===== src/rtl/adcso_pkg.sv =====
// Constants, types and register map of the converter serial output control block
// What this block does
// RULE_01: Select low enables data pin, wakes converter
// RULE_02: Sleep after conversion while select stays high
// RULE_03: Select rising during readout aborts, reconverts
// RULE_04: Select high keeps data pin high impedance
// RULE_05: Data pin shows status during conversion, sleep
// RULE_06: Internal mode drives serial clock during readout
// RULE_07: External mode host supplies serial clock
// RULE_08: Clock mode sampled at power up, select fall
// RULE_09: Internal mode enables weak clock pull-up
// RULE_10: Frequency pin high 50Hz, low 60Hz null
// RULE_11: Alternate variant rejects both line frequencies
// RULE_12: External clock on frequency pin is system clock
// RULE_13: Host gives 32 clock periods per word
// RULE_14: Readout ends after 32 bits or select high
// RULE_15: Data changes on falling, sampled on rising
// RULE_16: First bit high converting, low when done
// RULE_17: Internal clock gives one pulse per bit
package adcso_pkg;
    // ------------------------------------------------------------
    // Timing
    // ------------------------------------------------------------
    localparam int CLK_HZ = 10_000_000; // System clock rate
    localparam int CLK_PER_US = CLK_HZ / 1_000_000; // Cycles per microsecond
    localparam int CONV_50_US = 160230; // Conversion time, 50Hz null
    localparam int CONV_60_US = 133530; // Conversion time, 60Hz null
    localparam int CONV_ALT_US = 146710; // Conversion time, dual rejection
    localparam int CONV_50_CYC = CONV_50_US * CLK_PER_US;
    localparam int CONV_60_CYC = CONV_60_US * CLK_PER_US;
    localparam int CONV_ALT_CYC = CONV_ALT_US * CLK_PER_US;
    localparam int EXT_CONV_EDGES = 20510; // Oscillator edges per conversion
    localparam int NOTCH_DIV = 2560; // Oscillator to first null ratio
    localparam int ISCK_STD_HZ = 19200; // Internal serial clock, standard
    localparam int ISCK_ALT_HZ = 17500; // Internal serial clock, alternate
    localparam int ISCK_STD_HALF = CLK_HZ / (2 * ISCK_STD_HZ);
    localparam int ISCK_ALT_HALF = CLK_HZ / (2 * ISCK_ALT_HZ);
    localparam int EOSC_SCK_DIV = 8; // Oscillator edges per serial clock
    localparam int EOSC_HALF = EOSC_SCK_DIV / 2;
    localparam int DET_US = 400; // Oscillator presence window
    localparam int DET_CYC = DET_US * CLK_PER_US;
    localparam int WORD_BITS = 32; // Result word length
    // ------------------------------------------------------------
    // Register map
    // ------------------------------------------------------------
    localparam logic [7:0] DATA_OFS = 8'h00; // Result value, 30 bits
    localparam logic [7:0] STATE_OFS = 8'h04; // Block state, read only
    localparam logic [7:0] IRQ_STS_OFS = 8'h08; // Sticky events, read clears
    localparam logic [7:0] IRQ_MASK_OFS = 8'h0c; // Event mask
    localparam logic [29:0] DATA_RST = 30'h0;
    localparam int IRQ_W = 3;
    localparam logic [IRQ_W-1:0] MASK_RST = 3'h0;
    localparam int IRQ_CONV = 0; // Conversion finished
    localparam int IRQ_DONE = 1; // Full word read
    localparam int IRQ_ABORT = 2; // Readout aborted
    // Null codes
    localparam logic [1:0] NOTCH_50 = 2'h0;
    localparam logic [1:0] NOTCH_60 = 2'h1;
    localparam logic [1:0] NOTCH_BOTH = 2'h2;
    localparam logic [1:0] NOTCH_EXT = 2'h3;
    // ------------------------------------------------------------
    // Types
    // ------------------------------------------------------------
    typedef enum logic [1:0] {ST_CONV, ST_SLEEP, ST_OUT} adcso_state_t;
    typedef struct packed {
        logic [1:0] notch; // Null code
        logic ext_osc; // External oscillator seen
        logic ext_sck; // External serial clock mode
        logic eoc; // Conversion running
        logic [1:0] state; // Cycle state
    } adcso_stat_t;
endpackage


===== src/rtl/adcso_ctrl.sv =====
// Serial output control of a delta-sigma converter with APB registers
//
// Decided for this implementation: the APB register port and the register addresses.
`timescale 1ns/1ps
module adcso_ctrl import adcso_pkg::*; #(
    parameter bit ALT_VARIANT = 1'b0,
    parameter int CONV_50 = CONV_50_CYC,
    parameter int CONV_60 = CONV_60_CYC,
    parameter int CONV_ALT = CONV_ALT_CYC,
    parameter int EXT_EDGES = EXT_CONV_EDGES,
    parameter int DET_LEN = DET_CYC
) (
    input wire logic clk,
    input wire logic reset_n,
    input wire logic psel,
    input wire logic penable,
    input wire logic pwrite,
    input wire logic [7:0] paddr,
    input wire logic [31:0] pwdata,
    output logic [31:0] prdata,
    output logic pready,
    output logic pslverr,
    input wire logic select_n,
    input wire logic freq_control_pin,
    input wire logic sck_in,
    output logic sck_out,
    output logic sck_oe_n,
    output logic sck_pullup_en,
    output logic sdo_out,
    output logic sdo_oe_n,
    output logic irq
);
    // ------------------------------------------------------------
    // Parameter check
    // ------------------------------------------------------------
    if (CONV_50 < 2 || CONV_60 < 2 || CONV_ALT < 2 || EXT_EDGES < 2 ||
        CONV_50 >= 2**22 || CONV_60 >= 2**22 || CONV_ALT >= 2**22 ||
        EXT_EDGES >= 2**22 || DET_LEN < 16 || DET_LEN >= 2**16) begin : g_bad
        $error("adcso_ctrl: counts out of range");
    end

    // ------------------------------------------------------------
    // Declarations
    // ------------------------------------------------------------
    adcso_state_t state_reg; // Cycle state
    logic [21:0] conv_cnt_reg; // Conversion progress
    logic [21:0] conv_len; // Conversion length for current clocking
    logic [31:0] shreg_reg; // Output word, MSB on data pin
    logic [5:0] bit_cnt_reg; // Rising clock edges in readout
    logic [8:0] half_cnt_reg; // Serial clock half period count
    logic [8:0] half_len; // Half period limit
    logic tick; // Serial clock toggle enable
    logic sel_q_reg; // Select, last cycle
    logic sck_q_reg; // Serial clock input, last cycle
    logic f0_q_reg; // Frequency pin, last cycle
    logic f0_rise; // Oscillator rising edge
    logic [15:0] det_cnt_reg; // Oscillator presence timer
    logic ext_osc_reg; // External oscillator in use
    logic ext_sck_reg; // External serial clock mode
    logic por_done_reg; // Power-up sample taken
    logic [1:0] notch_reg; // Null code
    logic k_rise; // Serial clock rising in readout
    logic k_fall; // Serial clock falling in readout
    logic [29:0] data_reg; // Result value from software
    logic [IRQ_W-1:0] sts_reg; // Sticky events
    logic [IRQ_W-1:0] mask_reg; // Event mask
    logic [IRQ_W-1:0] ev; // Events this cycle
    logic setup; // APB setup cycle
    logic acc_done; // APB access completes
    adcso_stat_t stat; // State register view

    // History is only valid after the first edge, so no false edge follows reset
    assign f0_rise = freq_control_pin & ~f0_q_reg & por_done_reg;
    assign setup = psel & ~penable;
    assign acc_done = psel & penable & pready;

    // ------------------------------------------------------------
    // Input edge history
    // ------------------------------------------------------------
    // Previous levels for edge detection
    always_ff @(posedge clk or negedge reset_n) begin
        if (!reset_n) begin
            sel_q_reg <= 1'b1;
            sck_q_reg <= 1'b1;
            f0_q_reg <= 1'b0;
        end else begin
            sel_q_reg <= select_n;
            sck_q_reg <= sck_in;
            f0_q_reg <= freq_control_pin;
        end
    end

    // ------------------------------------------------------------
    // Clock source and null selection
    // ------------------------------------------------------------
    // Oscillator seen when the pin toggles within the window
    always_ff @(posedge clk or negedge reset_n) begin
        if (!reset_n) begin
            det_cnt_reg <= 16'h0;
            ext_osc_reg <= 1'b0;
        end else begin
            if (por_done_reg && freq_control_pin != f0_q_reg) begin
                det_cnt_reg <= 16'(DET_LEN);
            end else if (det_cnt_reg != 16'h0) begin
                det_cnt_reg <= det_cnt_reg - 16'h1;
            end
            ext_osc_reg <= (det_cnt_reg != 16'h0);
        end
    end

    // Null code from pin level, variant or oscillator
    always_ff @(posedge clk or negedge reset_n) begin
        if (!reset_n) begin
            notch_reg <= NOTCH_60;
        end else if (ext_osc_reg) begin
            notch_reg <= NOTCH_EXT; // [RULE_12]
        end else if (ALT_VARIANT) begin
            notch_reg <= NOTCH_BOTH; // [RULE_11]
        end else begin
            notch_reg <= freq_control_pin ? NOTCH_50 : NOTCH_60; // [RULE_10]
        end
    end

    // Conversion length follows the selected null
    always_comb begin
        case (notch_reg)
            NOTCH_50: conv_len = 22'(CONV_50);
            NOTCH_BOTH: conv_len = 22'(CONV_ALT);
            NOTCH_EXT: conv_len = 22'(EXT_EDGES);
            default: conv_len = 22'(CONV_60);
        endcase
    end

    // ------------------------------------------------------------
    // Serial clock mode
    // ------------------------------------------------------------
    // Pin level at power up or select fall picks the mode
    always_ff @(posedge clk or negedge reset_n) begin
        if (!reset_n) begin
            por_done_reg <= 1'b0;
            ext_sck_reg <= 1'b0;
            sck_pullup_en <= 1'b1;
        end else begin
            por_done_reg <= 1'b1;
            if (!por_done_reg || (sel_q_reg && !select_n)) begin
                ext_sck_reg <= ~sck_in; // [RULE_08]
            end
            sck_pullup_en <= ~ext_sck_reg; // [RULE_09]
        end
    end

    // ------------------------------------------------------------
    // Internal serial clock divider
    // ------------------------------------------------------------
    // Half period from system clock or oscillator edges
    always_comb begin
        if (ext_osc_reg) begin
            half_len = 9'(EOSC_HALF);
        end else if (ALT_VARIANT) begin
            half_len = 9'(ISCK_ALT_HALF);
        end else begin
            half_len = 9'(ISCK_STD_HALF);
        end
    end

    // Divider runs only while reading in internal mode
    always_ff @(posedge clk or negedge reset_n) begin
        if (!reset_n) begin
            half_cnt_reg <= 9'h0;
        end else if (state_reg != ST_OUT || ext_sck_reg) begin
            half_cnt_reg <= 9'h0;
        end else if (tick) begin
            half_cnt_reg <= 9'h0;
        end else if (!ext_osc_reg || f0_rise) begin
            half_cnt_reg <= half_cnt_reg + 9'h1;
        end
    end

    assign tick = (state_reg == ST_OUT) && !ext_sck_reg && (half_cnt_reg == half_len - 9'h1)
        && (!ext_osc_reg || f0_rise);

    // Clock edges seen by the shifter, from pin or divider
    assign k_rise = (state_reg == ST_OUT) &&
        (ext_sck_reg ? (sck_in && !sck_q_reg) : (tick && !sck_out)); // [RULE_07]
    assign k_fall = (state_reg == ST_OUT) &&
        (ext_sck_reg ? (!sck_in && sck_q_reg) : (tick && sck_out));

    // Internal clock idles high, toggles once per half period
    always_ff @(posedge clk or negedge reset_n) begin
        if (!reset_n) begin
            sck_out <= 1'b1;
            sck_oe_n <= 1'b1;
        end else begin
            if (state_reg != ST_OUT) begin
                sck_out <= 1'b1;
            end else if (tick) begin
                sck_out <= ~sck_out; // [RULE_17]
            end
            sck_oe_n <= !(state_reg == ST_OUT && !ext_sck_reg && !select_n); // [RULE_06]
        end
    end

    // ------------------------------------------------------------
    // Converter cycle
    // ------------------------------------------------------------
    // Conversion, sleep and readout sequence
    always_ff @(posedge clk or negedge reset_n) begin
        if (!reset_n) begin
            state_reg <= ST_CONV;
            conv_cnt_reg <= 22'h0;
            shreg_reg <= 32'hffffffff;
            bit_cnt_reg <= 6'h0;
        end else begin
            case (state_reg)
                ST_CONV: begin
                    if (conv_cnt_reg >= conv_len - 22'h1) begin
                        state_reg <= ST_SLEEP; // [RULE_02]
                        shreg_reg <= {2'b00, data_reg}; // [RULE_16]
                    end else if (!ext_osc_reg || f0_rise) begin
                        conv_cnt_reg <= conv_cnt_reg + 22'h1; // [RULE_12]
                    end
                end
                ST_SLEEP: begin
                    if (!select_n) begin
                        state_reg <= ST_OUT; // [RULE_01]
                        bit_cnt_reg <= 6'h0;
                    end
                end
                ST_OUT: begin
                    if (select_n) begin
                        state_reg <= ST_CONV; // [RULE_03]
                        conv_cnt_reg <= 22'h0;
                        shreg_reg <= 32'hffffffff;
                    end else if (k_rise && bit_cnt_reg == 6'(WORD_BITS - 1)) begin
                        state_reg <= ST_CONV; // [RULE_14]
                        conv_cnt_reg <= 22'h0;
                        shreg_reg <= 32'hffffffff;
                        bit_cnt_reg <= 6'(WORD_BITS);
                    end else begin
                        if (k_rise) begin
                            bit_cnt_reg <= bit_cnt_reg + 6'h1;
                        end
                        if (k_fall && bit_cnt_reg != 6'h0) begin
                            shreg_reg <= {shreg_reg[30:0], 1'b0}; // [RULE_15]
                        end
                    end
                end
                default: begin
                    state_reg <= ST_CONV;
                end
            endcase
        end
    end

    // Data pin shows status or word, released while select high
    always_ff @(posedge clk or negedge reset_n) begin
        if (!reset_n) begin
            sdo_out <= 1'b1;
            sdo_oe_n <= 1'b1;
        end else begin
            sdo_out <= shreg_reg[31]; // [RULE_05]
            sdo_oe_n <= select_n; // [RULE_04]
        end
    end

    // ------------------------------------------------------------
    // Interrupts
    // ------------------------------------------------------------
    always_comb begin
        ev = '0;
        ev[IRQ_CONV] = (state_reg == ST_CONV) && (conv_cnt_reg >= conv_len - 22'h1);
        ev[IRQ_DONE] = (state_reg == ST_OUT) && !select_n && k_rise &&
            (bit_cnt_reg == 6'(WORD_BITS - 1));
        ev[IRQ_ABORT] = (state_reg == ST_OUT) && select_n;
    end

    // Sticky bits; a read clears only what it returned, new events win
    always_ff @(posedge clk or negedge reset_n) begin
        if (!reset_n) begin
            sts_reg <= '0;
            irq <= 1'b0;
        end else begin
            if (acc_done && !pwrite && paddr == IRQ_STS_OFS) begin
                sts_reg <= (sts_reg & ~prdata[IRQ_W-1:0]) | ev;
            end else begin
                sts_reg <= sts_reg | ev;
            end
            irq <= |(sts_reg & mask_reg);
        end
    end

    // ------------------------------------------------------------
    // APB slave
    // ------------------------------------------------------------
    assign stat = '{notch: notch_reg, ext_osc: ext_osc_reg, ext_sck: ext_sck_reg,
        eoc: (state_reg == ST_CONV), state: state_reg};

    // Read data and answer captured in the setup cycle
    always_ff @(posedge clk or negedge reset_n) begin
        if (!reset_n) begin
            prdata <= 32'h0;
            pready <= 1'b0;
            pslverr <= 1'b0;
        end else begin
            pready <= setup;
            if (setup) begin
                pslverr <= 1'b0;
                case (paddr)
                    DATA_OFS: prdata <= {2'b00, data_reg};
                    STATE_OFS: prdata <= 32'(stat);
                    IRQ_STS_OFS: prdata <= 32'(sts_reg);
                    IRQ_MASK_OFS: prdata <= 32'(mask_reg);
                    default: begin
                        prdata <= 32'h0;
                        pslverr <= 1'b1;
                    end
                endcase
            end
        end
    end

    // Writes land at the completing access edge
    always_ff @(posedge clk or negedge reset_n) begin
        if (!reset_n) begin
            data_reg <= DATA_RST;
            mask_reg <= MASK_RST;
        end else if (acc_done && pwrite) begin
            if (paddr == DATA_OFS) begin
                data_reg <= pwdata[29:0];
            end
            if (paddr == IRQ_MASK_OFS) begin
                mask_reg <= pwdata[IRQ_W-1:0];
            end
        end
    end
endmodule


===== config.mk =====
export PLATFORM = sky130hd
export DESIGN_NAME = adcso_ctrl
export DESIGN_NICKNAME = d
export VERILOG_FILES = /design/src/rtl/adcso_pkg.sv /design/src/rtl/adcso_ctrl.sv
export SDC_FILE = /design/constraint.sdc
export NUM_CORES = 1
export LEC_CHECK = 0
export BUFFER_PORTS_ARGS = -buffer_cell sky130_fd_sc_hd__buf_2
export CELL_PAD_IN_SITES_DETAIL_PLACEMENT = 0
export CELL_PAD_IN_SITES_GLOBAL_PLACEMENT = 1
export CORE_ASPECT_RATIO = 0.9
export CORE_MARGIN = 8
export CORE_UTILIZATION = 42
export DETAILED_ROUTE_END_ITERATION = 16
export GPL_TIMING_DRIVEN = 0
export PLACE_DENSITY = 0.77
export SETUP_SLACK_MARGIN = 0.15
export SLEW_MARGIN = 20
export SYNTH_ARGS = -nofsm -noshare
export SYNTH_HDL_FRONTEND = slang
export SYNTH_SLANG_ARGS = --single-unit

===== constraint.sdc =====
create_clock -name clk -period 2.6 [get_ports clk]
set_clock_uncertainty 0.05 [all_clocks]
set_input_delay 0.52 -clock clk [delete_from_list [all_inputs] [get_ports clk]]
set_output_delay 0.52 -clock clk [all_outputs]
set_load 0.03 [all_outputs]

== Word level (Yosys, flattened, before mapping) ==
Cells that the tools add are included.
Widths: inputs -> output; s select.

* Logic and storage cells: 153
* Output and inout port bits: 40
* Flip-flop bits (word level): 170

* Reductions and logical operators: 52
* Muxes and demuxes: 36
* Eq/ne operators: 19
* Bitwise operators: 15
* Order comparisons: 1
* $add $sub $neg: 6

{| class="wikitable"
|+ Operators with widths
! kind !! number
|-
| $mux 32 || 4
|-
| $pmux 30 s4 || 1
|-
| $mux 22 || 4
|-
| $pmux 32 s2 || 1
|-
| $pmux 21 s3 || 1
|-
| $pmux 22 s2 || 1
|-
| $mux 9 || 4
|-
| $mux 16 || 2
|-
| $mux 6 || 4
|-
| $add 22x1->22 const B || 1
|-
| $ge 22x22->1 || 1
|-
| $logic_and 1x1->1 || 22
|-
| $sub 22x1->22 const B || 1
|-
| $eq 8x4->1 const B || 2
|-
| $reduce_bool 16->1 || 1
|-
| $sub 16x1->16 const B || 1
|-
| $pmux 6 s2 || 1
|-
| $mux 2 || 5
|-
| $add 9x1->9 const B || 1
|-
| $eq 9x9->1 || 1
|-
| $logic_not 1->1 || 9
|-
| $sub 9x1->9 const B || 1
|-
| $eq 8x3->1 const B || 1
|-
| $logic_not 8->1 || 1
|-
| other kinds (27) || 58
|}

== Longest topological paths before layout ==
Gate-level depths: netlist of run 1.

* Depth in word-level cells: 13
* Gate-level depth with buffers: 11
* Gate-level depth less buffers: 10

== Worst setup path after synthesis of run 1 ==
Ideal clock, no wire load.

* Kind: reg2reg
* Start point: reg notch_reg[0]
* End point: reg conv_cnt_reg[10]
* Stages on the path, launching flop included: 11
* Buffers on the path: 0
* Required time: 2425 ps
* Path slack: -242 ps
* Clock period less this slack: 2842 ps
* Library setup time: 125 ps
* Arrival time: 2668 ps
* Cell sequence: dfstp_2 -> inv_1 -> ha_1 -> nor2_1 -> ha_1 -> a211oi_1 -> o2111ai_1 -> nor2_1 -> a31oi_1 -> o41a_1 -> mux2_2

* Longest elaborated chain between the ends: 6
* Elaborated cells between the ends (all ways): 8
* Those cells by class: add/sub: 1; order compare: 1; eq/ne: 3; mux: 1; reduce/logical: 2

{| class="wikitable"
|+ Ends and longest elaborated chain
! item !! RTL line !! text
|-
| start, declared || adcso_ctrl.sv:61 || <nowiki>logic [1:0] notch_reg;</nowiki>
|-
| start signal, assigned || adcso_ctrl.sv:120 || <nowiki>notch_reg <= freq_control_pin ? NOTCH_50 : NOTCH_60;</nowiki>
|-
| $eq 2x2->1 / $logic_not 2->1 (equally long branches) || adcso_ctrl.sv:126 || <nowiki>case (notch_reg)</nowiki>
|-
| $pmux 21 s3 * || adcso_ctrl.sv:126 ||
|-
| $sub 22x1->22 * || adcso_ctrl.sv:216 || <nowiki>if (conv_cnt_reg >= conv_len - 22'h1) begin</nowiki>
|-
| $ge 22x22->1 * || adcso_ctrl.sv:216 ||
|-
| $ne 2x2->1 (no source line) * || - ||
|-
| $reduce_and 4->1 (no source line) * || - ||
|-
| end signal, assigned || adcso_ctrl.sv:220 || <nowiki>conv_cnt_reg <= conv_cnt_reg + 22'h1;</nowiki>
|-
| end, declared || adcso_ctrl.sv:46 || <nowiki>logic [21:0] conv_cnt_reg;</nowiki>
|}

Mark *: on every way between the ends. The rest lies on a longest branch, timed or not.
A chain may end at the register's enable or synchronous reset.

== Final worst setup path of run 1 ==
* Start point: reg notch_reg[0]
* End point: reg conv_cnt_reg[13]

Same word-level chain as after synthesis.

==> results of run 1 <==
-- cell usage after synthesis, drive strengths merged (4+ instances only) --
cell type and number:
nand2b 6, buf 16, nand3 28, or3 5
nand2 63, nor3 18, mux2i 39, nand4 12
mux2 35, nor2 42, nor4b 4, dfrtp 129
or4 7, xor2 12, o21ai 24, o22ai 29
xnor2 4, ha 24, o311ai 6, inv 60
a31oi 6, nor2b 7, a22o 26, nor4 9
and4 4, a21oi 18, and3 8, clkbuf 17
a22oi 4, dfstp 39, o211ai 9, o31ai 6
-- power groups by stage --
stage | Combinational (mW) | Clock [mW] | Sequential (mW)
after global routing | 2.72 | 2.68 | 3.56
after floorplan | 1.59 | 0 | 3.44
after CTS | 2.24 | 2.60 | 3.48
after detailed placement | 2.14 | 0 | 3.52
after global placement | 2.09 | 0 | 3.51
final | 2.45 | 2.54 | 3.51
-- final cells by class --
class / instances / share of cell area (%)
diodes: 1 / 0.0244
clock buffers: 20 / 4.46
multi-input cells: 504 / 38.6
well taps: 250 / 3.05
plain buffers: 33 / 2.17
inverters: 60 / 2.22
clock inverters: 12 / 1.25
flip-flops and latches: 168 / 41.5
repair buffers: 109 / 6.72
-- per-layer routing --
metal | track usage (%) | part of all wire (%)
met1 | 25.0 | 50
met2 | 25.0 | 44
met3 | 4.14 | 5.0
met4 | 4.04 | 0.90
met5 | 0 | 0
-- worst max-delay path, delay by kind of cell (launching register included) --
kind | cells | cell delay (ps)
AO/OA/AOI/OAI | 5 | 1050
adder cells (fa/ha/maj) | 2 | 400
buffers and inverters | 2 | 240
flip-flops | 1 | 590
AND/OR/NAND/NOR | 2 | 420
-- cell usage in the layout (no fill, tap or decap), drive strengths merged, types with 8 or more instances in the layout --
cell type,n
dfrtp,129
buf,124
inv,67
nand2,63
nor2,42
mux2i,39
dfstp,39
clkbuf,38
mux2,35
o22ai,29
nand3,28
a22o,26
o21ai,24
ha,24
nor3,18
a21oi,18
nand4,12
xor2,12
o211ai,9
nor4,9
and3,8
-- stage by stage --
stage	hold slack, ps	power, mW
CTS	92.6	8.31
global route	114	8.96
detailed placement	309	5.66
global placement	306	5.61
finish	54.7	8.51
floorplan	174	5.03
-- path summary, 6_finish.rpt --
| check | start | to | slack [ps] | cells past startpoint |
|---|---|---|---|---|
| setup / recovery | notch_reg[0] | conv_cnt_reg[13] | -260 | 11 |
| setup reg to reg | notch_reg[0] | conv_cnt_reg[13] | -260 | 11 |
| min in group clk | sck_in | sck_q_reg | 180 | 1 |
| hold / removal | reset_n | prdata[14] | 50 | 1 |
| hold reg to reg | shreg_reg[31] | sdo_out | 310 | 0 |
| max in group asynchronous | reset_n | notch_reg[0] | 1560 | 2 |
-- logic make-up after synthesis --
group                    share of synthesized area [%]
other                                           0.0909
adder cells (fa/ha/maj)                           3.63
AND/OR/NAND/NOR                                   14.3
XOR/XNOR                                          1.70
multiplexers                                      10.3
flip-flops                                        51.5
AO/OA/AOI/OAI                                     13.6
buffers and inverters                             4.86
-- what timing repair did --
item                                    CTS  global route
resized for setup                        23            47
pin swaps                                 8            11
setup buffers                            12            12
gates cloned                              1             1
endpoints found under the setup margin   58            98
==> impl_metrics.py, run 1 <==
metrics = {
    "floorplan": {
        "die_h_um": 149,
        "core_area_um2": 19200,
        "die-area_um2": 24400,
        "row_count": 48,
        "fp.dieW_um": 164,
        "start_util_pct": 43.0,
        "io_pins": 88,
    },
    "routing": {
        "via_per_inst": 5.53,
        "vias": 6403,
        "firstDrtPassIters": 5,
        "ant_nets": 0,
        "drtIter0Drc": 380,
        "drc": 0,
        "wl_um": 20600,
        "wire_per_inst_um": 17.8,
    },
    "sta": {
        "setup_viol": 56,
        "grt_setup_unrepaired": "yes",
        "hold_viol": 0,
        "relSlewSlack_pct": 39.7,
        "finalCritPeriodShare_pct": 110,
        "worstMarginPinSlew_ps": 902,
        "max_freq_mhz": 349,
        "fin_crit_ps": 2860,
        "tns_ps": -10250,
        "layout_setup_ws_ps": -264,
        "drv_slew": 0,
    },
    "synth": {
        "synth_area_leader_cell": "dfrtp_1",
        "synthTopCellsByArea": "dfrtp_1 (39%), dfstp_2 (12%), mux2_2 (4.8%), mux2i_1 (4.7%), ha_1 (3.6%)",
        "ys_seq_elements": 168,
        "synth-edff-count": 0,
        "synth.avg_cell_area_um2": 10.8,
        "yosys_warnings": 0,
        "synthFlopType": "dfrtp_1",
        "synthArstFlopShare_pct": 100,
        "syn_area_um2": 8260,
        "ys_types": 71,
        "synth_seq_area_share_pct": 51.5,
        "netlist_instances": 764,
        "yosysTopAreaCellShare_pct": 39.1,
    },
    "clock_network": {
        "ctsRootBufferMaster": "clkbuf_16",
        "cts_hold_buffers": 0,
        "cts.path.max_buffers": 2,
        "htreeDepth": 4,
        "cts_buffers": 17,
        "cts_tree": "yes",
        "clock_sinks": 168,
        "clk_pin_slew_ps": 70,
        "clk_latency_ps": 430,
    },
    "layout": {
        "layout.area.seq_um2": 4250,
        "num-fill-cells": 1721,
        "syn2layout_area_growth_pct": 24.0,
        "layout-drive-gt1-share_pct": 31.9,
        "final_nets": 965,
        "largest_reg_flops": 32,
        "fin_area_um2": 10200,
        "final_cells": 1157,
        "finalCoreUtilization_pct": 53.3,
        "multi_input_area_um2": 3960,
    },
    "worst_setup_path": {
        "slowest_delay_ps": 590,
        "worstPathRequired_ps": 2860,
        "crit_arrival_ps": 3120,
        "crit_chain": "inv_4 > ha_4 > nor2_4 > ha_4 > a211oi_2 > o2111ai_2 > nor2_4 > a31oi_4 > buf_4 > o211a_1 > a211o_1",
        "slowest_stage": "dfstp_2",
        "worstSetupEndpointType": "flip-flop",
        "cp_max_fo": 7,
        "path_class": "reg2reg",
        "start_kind": "flip-flop",
    },
    "pwr": {
        "p_leak_nw": 4.62,
        "p_per_area_nw_per_um2": 830,
        "clkPwrFrac_pct": 29.9,
        "vdd_drop_max_mv": 0.521,
        "switchingPower_mw": 2.88,
        "switching_share_pct": 33.9,
        "p_comb_share_pct": 28.8,
        "pwr-share-seq_pct": 41.3,
        "p_int_mw": 5.62,
    },
    "global_routing": {
        "antenna_found_initial": 1,
        "grt_start_max_net_pins": 97,
        "grt_pass1_wl_um": 33500,
        "grt_pass1_vias": 6295,
        "grt-ovfl-total": 0,
        "track_usage_pct": 17.1,
    },
    "run_status": {
        "violations": "negative setup slack",
        "run_status": "finished with violations",
    },
    "place": {
        "dpl_cell_area_um2": 9130,
        "place_inst": 1098,
        "numPortBuffers": 82,
        "dp_hpwl_um": 14200,
        "place_ws_ps": -402,
        "gp_congestion": 0.802,
    },
    "job": {
        "cap_violations": 0,
    },
    "min_path": {
        "hold_path.class": "in2async",
    },
}
Note: power is estimated with default switching activity, not from simulation.
==> inputs of run 2 (changes only) <==
--- a/config.mk
+++ b/config.mk
@@ -10,10 +10,10 @@
 export CELL_PAD_IN_SITES_GLOBAL_PLACEMENT = 1
 export CORE_ASPECT_RATIO = 0.9
 export CORE_MARGIN = 8
-export CORE_UTILIZATION = 42
+export CORE_UTILIZATION = 47
 export DETAILED_ROUTE_END_ITERATION = 16
 export GPL_TIMING_DRIVEN = 0
-export PLACE_DENSITY = 0.77
+export PLACE_DENSITY = 0.81
 export SETUP_SLACK_MARGIN = 0.15
 export SLEW_MARGIN = 20
 export SYNTH_ARGS = -nofsm -noshare
==> constraint.sdc (replaced) <==
create_clock -name clk -period 3.25 [get_ports clk]
set_clock_uncertainty 0.05 [all_clocks]
set_input_delay 0.65 -clock clk [delete_from_list [all_inputs] [get_ports clk]]
set_output_delay 0.65 -clock clk [all_outputs]
set_load 0.03 [all_outputs]
==> run 2 against run 1 <==
  * The flow now finishes without violations
  * Highest routed layer unchanged
  * Cell count fell by 2.3%
  * Register-to-register slack improved by 490 ps
  * Maximum frequency fell by 5.3%
  * Global-route usage rose by 2.1 points
  * Critical endpoint unchanged
  * Via count fell by 0.31%
  * Critical path depth did not move
  * Non-clock buffer count fell by 16
==> impl_metrics.py, run 2 (same netlist as run 1, synthesis figures left out) <==
metrics = {
    "run_status": {
        "run_status": "finished, final reports clean",
    },
    "clock_network": {
        "clock_sinks": 168,
        "cts_hold_buffers": 0,
        "clk_pin_slew_ps": 70,
        "htreeDepth": 4,
        "ctsRootBufferMaster": "clkbuf_16",
        "cts_buffers": 17,
        "cts.path.max_buffers": 2,
        "clk_latency_ps": 430,
        "cts_tree": "yes",
    },
    "routing": {
        "drtIter0Drc": 602,
        "via_per_inst": 5.65,
        "wl_um": 20400,
        "ant_nets": 0,
        "wire_per_inst_um": 18.1,
        "firstDrtPassIters": 6,
        "drc": 0,
        "vias": 6383,
    },
    "global_routing": {
        "antenna_found_initial": 0,
        "grt_pass1_wl_um": 33800,
        "track_usage_pct": 19.2,
        "grt_pass1_vias": 6413,
        "grt_start_max_net_pins": 102,
        "grt-ovfl-total": 0,
    },
    "worst_setup_path": {
        "slowest_delay_ps": 580,
        "slowest_stage": "dfstp_2",
        "worstSetupEndpointType": "flip-flop",
        "crit_arrival_ps": 3270,
        "path_class": "reg2reg",
        "crit_top_cell": "nor2_2",
        "start_kind": "flip-flop",
        "crit_chain": "inv_1 > ha_2 > nor2_2 > ha_1 > a211oi_2 > o2111ai_1 > nor2_2 > a31oi_4 > buf_4 > o211a_1 > a211o_1",
        "worstPathRequired_ps": 3500,
        "cp_max_fo": 7,
    },
    "place": {
        "gp_congestion": 0.856,
        "dpl_cell_area_um2": 9010,
        "numPortBuffers": 82,
        "place_ws_ps": -168,
        "dp_hpwl_um": 14500,
    },
    "layout": {
        "syn2layout_area_growth_pct": 18.4,
        "layout_commonest_cell": "dfrtp_1",
        "layout-drive-gt1-share_pct": 27.1,
        "num-fill-cells": 1506,
        "largest_reg_flops": 32,
        "final_nets": 949,
        "fin_area_um2": 9780,
        "final_cell_mix": "dfrtp_1 (129), buf_2 (87), nand2_1 (63)",
        "antenna_cells": 0,
    },
    "sta": {
        "fin_crit_ps": 3020,
        "relSlewSlack_pct": 45.0,
        "setup_viol": 0,
        "layout_setup_ws_ps": 225,
        "max_freq_mhz": 331,
        "finalCritPeriodShare_pct": 93.1,
        "hold_viol": 0,
        "grt_setup_unrepaired": "yes",
        "worstMarginPinSlew_ps": 819,
        "hold_slack_ps": 105,
        "tns_ps": 0,
        "drv_slew": 0,
    },
    "floorplan": {
        "start_util_pct": 47.4,
        "io_pins": 88,
        "fp.dieW_um": 156,
        "die-area_um2": 22100,
        "die_h_um": 142,
        "core_area_um2": 17400,
        "row_count": 46,
    },
    "job": {
        "cap_violations": 0,
    },
    "pwr": {
        "p_total_mw": 6.63,
        "p_per_area_nw_per_um2": 678,
        "vdd_drop_max_mv": 0.404,
        "p_leak_nw": 4.46,
    },
    "min_path": {
        "hold_path.class": "in2async",
    },
}
[run 2: critical path, delay by kind of cell (launching register included)]
| family | cells | cell delay [ps] |
|---|---|---|
| compound gates | 5 | 1050 |
| fa+ha+maj | 2 | 490 |
| buf+inv | 2 | 300 |
| flops | 1 | 580 |
| simple gates | 2 | 420 |
[run 2: metrics by stage]
step                      utilization, %  cells
after floorplan                        -    765
after global placement              51.5   1087
after detailed placement            51.7   1088
after CTS                           55.4   1125
after global routing                56.1   1130
final                               56.1   1130
[run 2: cell type report]
class | instances | area [um2] | area share (%)
Sequential cell | 168 | 4250 | 43.5
Multi-Input combinational cell | 504 | 3680 | 37.6
Timing Repair Buffer | 93 | 553 | 5.66
Clock buffer | 20 | 457 | 4.67
Tap cell | 240 | 300 | 3.07
Inverter | 60 | 225 | 2.30
Buffer | 33 | 195 | 2.00
Clock inverter | 12 | 118 | 1.20
[run 2: final timing paths]
| path | startpoint | end | cells past startpoint | slack (ps) |
|---|---|---|---|---|
| max | notch_reg[0] | conv_cnt_reg[13] | 11 | 230 |
| min | reset_n | data_reg[23] | 1 | 110 |
| max reg2reg | notch_reg[0] | conv_cnt_reg[13] | 11 | 230 |
| min reg2reg | shreg_reg[31] | sdo_out | 0 | 350 |
| max in group asynchronous | reset_n | shreg_reg[3] | 2 | 2150 |
| min in group clk | sck_in | sck_q_reg | 1 | 300 |
[run 2: report_power, final]
group          leakage (nW)  total [mW]  switching, mW  internal (mW)
Combinational          2.10        1.86           1.05          0.805
Clock                 0.275        1.99          0.879           1.11
Sequential             2.08        2.79          0.292           2.50
Total                  4.46        6.63           2.22           4.41
[run 2: repair_timing]
| action | in CTS | in global routing |
|---|---|---|
| buffers inserted | 5 | 4 |
| endpoints found under the setup margin | 40 | 49 |
| gates resized for setup | 6 | 13 |
| gates cloned | 0 | 1 |
| pin swaps | 3 | 8 |
[run 2: metal layers]
layer  track usage, %  wire [um]
met1             26.2       9260
met2             29.9       9780
met3             4.68       1140
met4             5.71        225
met5                0          0
